`src/verilog/xcvr_consts.svh`:
```
// Constants for the registered bus transceiver
`ifndef XCVR_CONSTS_SVH
`define XCVR_CONSTS_SVH
`define XCVR_DATA_W 18
`define XCVR_STORE_RESET 18'h00000
`define XCVR_BUF_DEPTH 2
`endif

```
`src/verilog/xcvr_pkg.sv`:
```
// Types shared by the registered bus transceiver files
`include "xcvr_consts.svh"
package xcvr_pkg;
    typedef logic [`XCVR_DATA_W-1:0] word_t;
    typedef enum logic [1:0] {
        MODE_HOLD        = 2'b00,
        MODE_TRANSPARENT = 2'b01,
        MODE_LATCH_EDGE  = 2'b10,
        MODE_CLOCK_EDGE  = 2'b11
    } store_mode_t;
endpackage

```
`src/verilog/dir_path.sv`:
```
// One direction: storage stage, two-entry buffer and output driver
`timescale 1ns/1ns
`default_nettype none
`include "xcvr_consts.svh"
module dir_path (
    input  wire logic           clock,
    input  wire logic           rst_n,
    input  wire logic           clk_en,
    input  wire xcvr_pkg::word_t in_data,
    input  wire logic           latch_en,
    input  wire logic           latch_en_prev,
    input  wire logic           cap_clk,
    input  wire logic           cap_clk_prev,
    input  wire logic           drive_en,
    input  wire logic           out_ready,
    output logic                in_ready,
    output xcvr_pkg::word_t     store_q,
    output logic                out_valid,
    output xcvr_pkg::word_t     out_data,
    output logic                out_oe
);
    // ****************************************
    // Storage stage mode select
    // ****************************************
    xcvr_pkg::store_mode_t mode;
    xcvr_pkg::word_t       store_ff, nxt_store;
    logic                  load;

    always_comb begin
        if (latch_en)
            mode = xcvr_pkg::MODE_TRANSPARENT;
        else if (latch_en_prev)
            mode = xcvr_pkg::MODE_LATCH_EDGE;
        else if (cap_clk_prev && !cap_clk)
            mode = xcvr_pkg::MODE_CLOCK_EDGE;
        else
            mode = xcvr_pkg::MODE_HOLD;
    end

    // storage ignores output enables
    // Storage keeps working whether or not outputs drive
    always_comb begin
        load = 1'b0;
        unique case (mode)
            xcvr_pkg::MODE_TRANSPARENT: load = 1'b1;
            // keep pre-edge word
            // Store already holds it; loading now would take post-edge data
            xcvr_pkg::MODE_LATCH_EDGE:  load = 1'b0;
            xcvr_pkg::MODE_CLOCK_EDGE:  load = 1'b1;
            xcvr_pkg::MODE_HOLD:        load = 1'b0;
        endcase
        // Store only while buffer can take the word
        nxt_store = (load && in_ready) ? in_data : store_ff;
    end

    always_ff @(posedge clock) begin
        if (!rst_n)
            store_ff <= `XCVR_STORE_RESET;
        else if (clk_en)
            store_ff <= nxt_store;
    end

    assign store_q = store_ff;

    // ****************************************
    // Two-entry buffer toward the output
    // ****************************************
    xcvr_pkg::word_t mem_ff [`XCVR_BUF_DEPTH];
    xcvr_pkg::word_t nxt_mem [`XCVR_BUF_DEPTH];
    logic [1:0] cnt_ff, nxt_cnt;
    logic       wr, rd;
    xcvr_pkg::word_t od_ff, nxt_od;
    logic       ov_ff, nxt_ov, oe_ff, nxt_oe;

    assign in_ready = (cnt_ff != 2'd2);

    always_comb begin
        // Push a word when storage actually changed, or on any load while the buffer is empty
        wr = load && in_ready && (in_data != store_ff || cnt_ff == 2'd0);
        rd = (cnt_ff != 2'd0) && (!ov_ff || out_ready);
        nxt_mem = mem_ff;
        nxt_cnt = cnt_ff;
        nxt_od  = od_ff;
        nxt_ov  = ov_ff && !out_ready;
        if (rd) begin
            nxt_od     = mem_ff[0];
            nxt_ov     = 1'b1;
            nxt_mem[0] = mem_ff[1];
        end
        if (wr)
            nxt_mem[(rd ? cnt_ff - 2'd1 : cnt_ff) == 2'd0 ? 0 : 1] = in_data;
        nxt_cnt = cnt_ff + {1'b0, wr} - {1'b0, rd};
        nxt_oe  = drive_en;
    end

    always_ff @(posedge clock) begin
        if (!rst_n) begin
            mem_ff[0] <= `XCVR_STORE_RESET;
            mem_ff[1] <= `XCVR_STORE_RESET;
            cnt_ff    <= 2'd0;
            od_ff     <= `XCVR_STORE_RESET;
            ov_ff     <= 1'b0;
            oe_ff     <= 1'b0;
        end else if (clk_en) begin
            mem_ff <= nxt_mem;
            cnt_ff <= nxt_cnt;
            od_ff  <= nxt_od;
            ov_ff  <= nxt_ov;
            oe_ff  <= nxt_oe;
        end
    end

    assign out_data  = od_ff;
    assign out_valid = ov_ff;
    assign out_oe    = oe_ff;
endmodule
`default_nettype wire

```
`src/verilog/bus_xcvr.sv`:
```
// Top of the 18-bit registered bus transceiver, both directions
// Overview of operation
// - Eighteen bits pass unchanged each way, each side with its own output enable.
// - With the A-to-B latch enable high, A data flows through storage to B.
// - With latch enable low and the capture clock steady, stored A-to-B data holds.
// - With latch enable low, A data is stored on each falling capture clock edge while the buffer is not full, except in the cycle latch enable falls.
// - A-to-B output enable high drives B from storage, low releases B.
// - B-to-A has the same modes with its own controls, driving the A side.
// - The B-to-A output enable is active low.
// - A falling latch enable keeps the data seen just before the edge.
// - Storage keeps updating while outputs are released.
// - Each direction has 18 storage bits acting as latch or flip-flop.
`timescale 1ns/1ns
`default_nettype none
`include "xcvr_consts.svh"
module bus_xcvr (
    input  wire logic            clock,
    input  wire logic            rst_n,
    input  wire logic            clk_en,
    input  wire xcvr_pkg::word_t a_side_data_in,
    output xcvr_pkg::word_t      a_side_data_out,
    output logic                 a_side_data_oe,
    input  wire xcvr_pkg::word_t b_side_data_in,
    output xcvr_pkg::word_t      b_side_data_out,
    output logic                 b_side_data_oe,
    input  wire logic            a_to_b_output_enable,
    input  wire logic            b_to_a_output_enable_n,
    input  wire logic            a_to_b_latch_enable,
    input  wire logic            b_to_a_latch_enable,
    input  wire logic            a_to_b_capture_clock,
    input  wire logic            b_to_a_capture_clock,
    input  wire logic            b_side_ready,
    input  wire logic            a_side_ready,
    output logic                 b_side_valid,
    output logic                 a_side_valid
);
    // ****************************************
    // Pin synchronisers, two stages each
    // ****************************************
    localparam int NCTL = 6;
    logic [NCTL-1:0] ctl_raw, ctl_s1_ff, ctl_s2_ff, ctl_prev_ff;
    logic [NCTL-1:0] nxt_s1, nxt_s2, nxt_prev;
    xcvr_pkg::word_t a_s1_ff, a_s2_ff, b_s1_ff, b_s2_ff;

    assign ctl_raw = {a_to_b_output_enable, b_to_a_output_enable_n,
                      a_to_b_latch_enable, b_to_a_latch_enable,
                      a_to_b_capture_clock, b_to_a_capture_clock};

    // Previous level feeds edge detect, never the first stage
    always_comb begin
        nxt_s1   = ctl_raw;
        nxt_s2   = ctl_s1_ff;
        nxt_prev = ctl_s2_ff;
    end

    always_ff @(posedge clock) begin
        // idle levels at reset
        // Active-low enable resets high, or A side drives after reset
        if (!rst_n) begin
            ctl_s1_ff   <= 6'h10;
            ctl_s2_ff   <= 6'h10;
            ctl_prev_ff <= 6'h10;
            a_s1_ff     <= `XCVR_STORE_RESET;
            a_s2_ff     <= `XCVR_STORE_RESET;
            b_s1_ff     <= `XCVR_STORE_RESET;
            b_s2_ff     <= `XCVR_STORE_RESET;
        end else if (clk_en) begin
            ctl_s1_ff   <= nxt_s1;
            ctl_s2_ff   <= nxt_s2;
            ctl_prev_ff <= nxt_prev;
            // Data delayed like controls, so pre-edge data is kept
            a_s1_ff     <= a_side_data_in;
            a_s2_ff     <= a_s1_ff;
            b_s1_ff     <= b_side_data_in;
            b_s2_ff     <= b_s1_ff;
        end
    end

    // ****************************************
    // Direction paths
    // ****************************************
    xcvr_pkg::word_t ab_q, ba_q;
    logic ba_drive;
    assign ba_drive = !ctl_s2_ff[4];

    dir_path u_ab (
        .clock         (clock),
        .rst_n         (rst_n),
        .clk_en        (clk_en),
        .in_data       (a_s2_ff),
        .latch_en      (ctl_s2_ff[3]),
        .latch_en_prev (ctl_prev_ff[3]),
        .cap_clk       (ctl_s2_ff[1]),
        .cap_clk_prev  (ctl_prev_ff[1]),
        .drive_en      (ctl_s2_ff[5]),
        .out_ready     (b_side_ready),
        .in_ready      (),
        .store_q       (ab_q),
        .out_valid     (b_side_valid),
        .out_data      (b_side_data_out),
        .out_oe        (b_side_data_oe)
    );

    dir_path u_ba (
        .clock         (clock),
        .rst_n         (rst_n),
        .clk_en        (clk_en),
        .in_data       (b_s2_ff),
        .latch_en      (ctl_s2_ff[2]),
        .latch_en_prev (ctl_prev_ff[2]),
        .cap_clk       (ctl_s2_ff[0]),
        .cap_clk_prev  (ctl_prev_ff[0]),
        .drive_en      (ba_drive),
        .out_ready     (a_side_ready),
        .in_ready      (),
        .store_q       (ba_q),
        .out_valid     (a_side_valid),
        .out_data      (a_side_data_out),
        .out_oe        (a_side_data_oe)
    );
endmodule
`default_nettype wire

```
`config.mk`:
```
export PLATFORM = sky130hd
export DESIGN_NAME = bus_xcvr
export DESIGN_NICKNAME = d
export VERILOG_FILES = /design/src/verilog/xcvr_pkg.sv /design/src/verilog/dir_path.sv /design/src/verilog/bus_xcvr.sv
export VERILOG_INCLUDE_DIRS = /design/src /design/src/verilog
export SDC_FILE = /design/constraint.sdc
export NUM_CORES = 1
export LEC_CHECK = 0
export BUFFER_PORTS_ARGS = -buffer_cell sky130_fd_sc_hd__buf_2
export CORE_UTILIZATION = 35
export DETAILED_ROUTE_END_ITERATION = 8
export PLACE_DENSITY = 0.52
export SYNTH_ARGS = -nofsm -noshare
export SYNTH_HDL_FRONTEND = slang
export SYNTH_SLANG_ARGS = --single-unit
```
`constraint.sdc`:
```
create_clock -name clock -period 3.5 [get_ports clock]
set_input_delay 0.525 -clock clock [delete_from_list [all_inputs] [get_ports clock]]
set_output_delay 0.525 -clock clock [all_outputs]
set_load 0.02 [all_outputs]
```
==> flow_metrics.py <==
metrics = {
    "clocking": {
        "cts-root-buf": "clkbuf_16",
        "cts_resized": 0,
        "htreeDepth": 1,
        "postCtsSetupRepairBufs": 0,
        "clk_path_buf_depth": 3,
        "cts_hold_buf": 0,
        "cts_buffers": 26,
        "cts_tree": "built",
        "clkLatencyLatePin_ps": 530,
        "numClockSinks": 240,
        "clk_pin_slew_ps": 60,
    },
    "drt": {
        "drtAntennaViolNets": 0,
        "num_vias": 7127,
        "wl_per_cell_um": 14.2,
        "drt-pass1-iter-count": 4,
        "viasPerCell": 4.65,
        "drc": 0,
        "routed_wl_mm": 21.7,
        "drt-initial-drc-count": 393,
    },
    "timing": {
        "setup_viol": 0,
        "hold_violations": 0,
        "max_slew_margin_pct": 48.0,
        "worstMarginPinSlew_ps": 780,
        "whs_ps": 232,
        "fmax_ghz": 0.323,
        "rsz0062_at_grt": "false",
        "fin_crit_sh_pct": 88.5,
        "post-route-min-period_ps": 3100,
        "finalSetupTns_ps": 0,
        "slew_violations": 0,
        "finClkSkew_ps": 10.8,
    },
    "placed_design": {
        "hpwl_mm": 14.2,
        "io_buffers": 86,
        "gp_congestion": 0.720,
    },
    "setup_path": {
        "critPathCaptureType": "flop",
        "cp-start-kind": "flop",
        "cp.required_ps": 3940,
        "worst-path-max-fanout": 21,
        "critPathArrivalTime_ps": 3540,
        "critPathKind": "reg -> reg",
    },
    "floorplan": {
        "die-height_um": 171,
        "initial_core_util_pct": 35.9,
        "io_pins": 87,
        "fp.dieW_um": 171,
        "die-area_mm2": 0.0293,
        "core_area_mm2": 0.0279,
        "rows": 61,
    },
    "job": {
        "max-cap-violations": 0,
    },
    "logic_synthesis": {
        "ys_warn_count": 0,
        "ys_types": 45,
        "synthesis.area_mm2": 0.0100,
        "synth_seq_area_share_pct": 48.0,
        "netlist_instances": 1087,
        "synth_fp_nets": 1142,
        "ys_ff_latch": 240,
        "avgSynthCellArea_um2": 9.22,
    },
    "global_route": {
        "antenna_found_initial": 0,
        "grt_pass1_vias": 6701,
        "grt_first_pass_wirelength_mm": 36.4,
        "grt_max_degree": 130,
        "track_usage_pct": 15.1,
        "grt-ovfl-total": 0,
    },
    "power_and_ir_drop": {
        "powerDensity_mw_per_mm2": 567,
        "p_leak_uw": 0.00526,
        "vdd_drop_max_mv": 0.313,
    },
    "layout": {
        "finalNetCount": 1193,
        "diodes": 0,
        "area_growth_pct": 14.8,
        "drive_gt1_share_pct": 13.8,
    },
    "hold_path": {
        "hold_class": "in -> reg",
    },
    "status": {
        "outcome": "complete, no violations",
    },
}
==> cell usage after synthesis (all sizes together) <==
cell	instances	share of area [%]
dfxtp	240	48
nand2	224	8.4
mux2i	163	16
nor2	116	4.3
a21oi	76	3.8
buf	39	2.5
o211ai	39	3.0
clkbuf	37	1.4
xor2	35	3.1
and3	20	1.2
and2	19	1.2
mux2	18	2.0
nor4	12	1.0
ha	8	1.0
inv	8	0.30
xnor2	5	0.44
nor2b	4	0.25
nor3b	3	0.32
o21ai	3	0.15
nand4	2	0.12
nor3	2	0.10
o21a	2	0.15
or3	2	0.12
a211oi	1	0.075
a31oi	1	0.062
a41oi	1	0.087
clkinv	1	0.037
nand3	1	0.050
nor4bb	1	0.10
o311a	1	0.10
o311ai	1	0.087
or2	1	0.062
or3b	1	0.087
==> logic make-up after synthesis <==
| group | share of synthesized area [%] |
|---|---|
| buf+inv | 4.25 |
| simple gates | 17.4 |
| flops | 48.0 |
| compound gates | 7.57 |
| mux | 18.3 |
| fa+ha+maj | 0.999 |
| xor+xnor | 3.50 |
==> where the power goes <==
part | switching (uW) | leakage (uW) | internal (uW)
Clock | 1060 | 0.000405 | 1510
Sequential | 66.1 | 0.00195 | 2820
Combinational | 705 | 0.00291 | 364
Total | 1830 | 0.00526 | 4690
==> layer usage <==
metal  GRT usage (%)  vias to the layer above  share of wire (%)
met2            20.2                      118                 37
met3            2.49                       27                4.9
met5               0                        -                  0
met4            3.69                        0                1.5
li1                -                     3754                  -
met1            24.3                     3228                 57
==> stage by stage <==
| stage | instance area (um^2) | instances | total power [uW] | util (%) | setup slack [ps] |
|---|---|---|---|---|---|
| after floorplan | 10000 | 1087 | 3770 | - | 1150 |
| after global placement | 10700 | 1488 | 4010 | 38.3 | 382 |
| after detailed placement | 10700 | 1488 | 4020 | 38.3 | 293 |
| after CTS | 11500 | 1534 | 6640 | 41.2 | 415 |
| after global routing | 11500 | 1534 | 6890 | 41.2 | 214 |
| final | 11500 | 1534 | 6520 | 41.2 | 403 |
==> layout make-up <==
cell class	count	area, um^2
multi-input cells	762	4800
well taps	378	473
clock buffers	40	773
fillers	2887	16400
flip-flops and latches	240	4800
inverters	9	36.3
repair buffers	99	572
clock inverters	6	41.3
==> layout by cell type, fill, tap and decap left out, types with 2 or more instances in the layout <==
cell type / instances
or3_1: 2
and3_1: 20
nand4_1: 2
nor2b_1: 4
nand2_1: 223
nor4_2: 4
mux2_1: 11
buf_2: 85
clkinv_2: 5
o211ai_2: 2
mux2_2: 7
buf_12: 3
o211ai_1: 37
xnor2_1: 5
a21oi_1: 75
buf_4: 10
nor4_1: 8
clkbuf_8: 7
clkbuf_16: 26
xor2_1: 35
mux2i_1: 163
nor3b_2: 3
inv_1: 7
and2_1: 19
ha_1: 8
o21a_1: 2
clkbuf_1: 7
dfxtp_1: 240
nor2_1: 116
nor3_1: 2
==> critical path, cell delays in order (launching register included) <==
cell,delay (ps)
dfxtp_1,320
inv_1,100
ha_1,270
or2_1,640
inv_2,340
ha_1,420
inv_1,70
nor4bb_2,280
buf_4,280
o211ai_1,140
o211ai_1,130
==> path summary, 6_finish.rpt <==
path,from,slack [ps],end,cells past startpoint
max,u_ab.cnt_ff[0],400,u_ab.mem_ff[27],10
min,b_to_a_output_enable_n,230,ctl_s1_ff[4],3
max reg2reg,u_ab.cnt_ff[0],400,u_ab.mem_ff[27],10
min reg2reg,ctl_s2_ff[4],440,u_ba.out_oe,1
No activity file was read; power rests on OpenSTA's default activity.
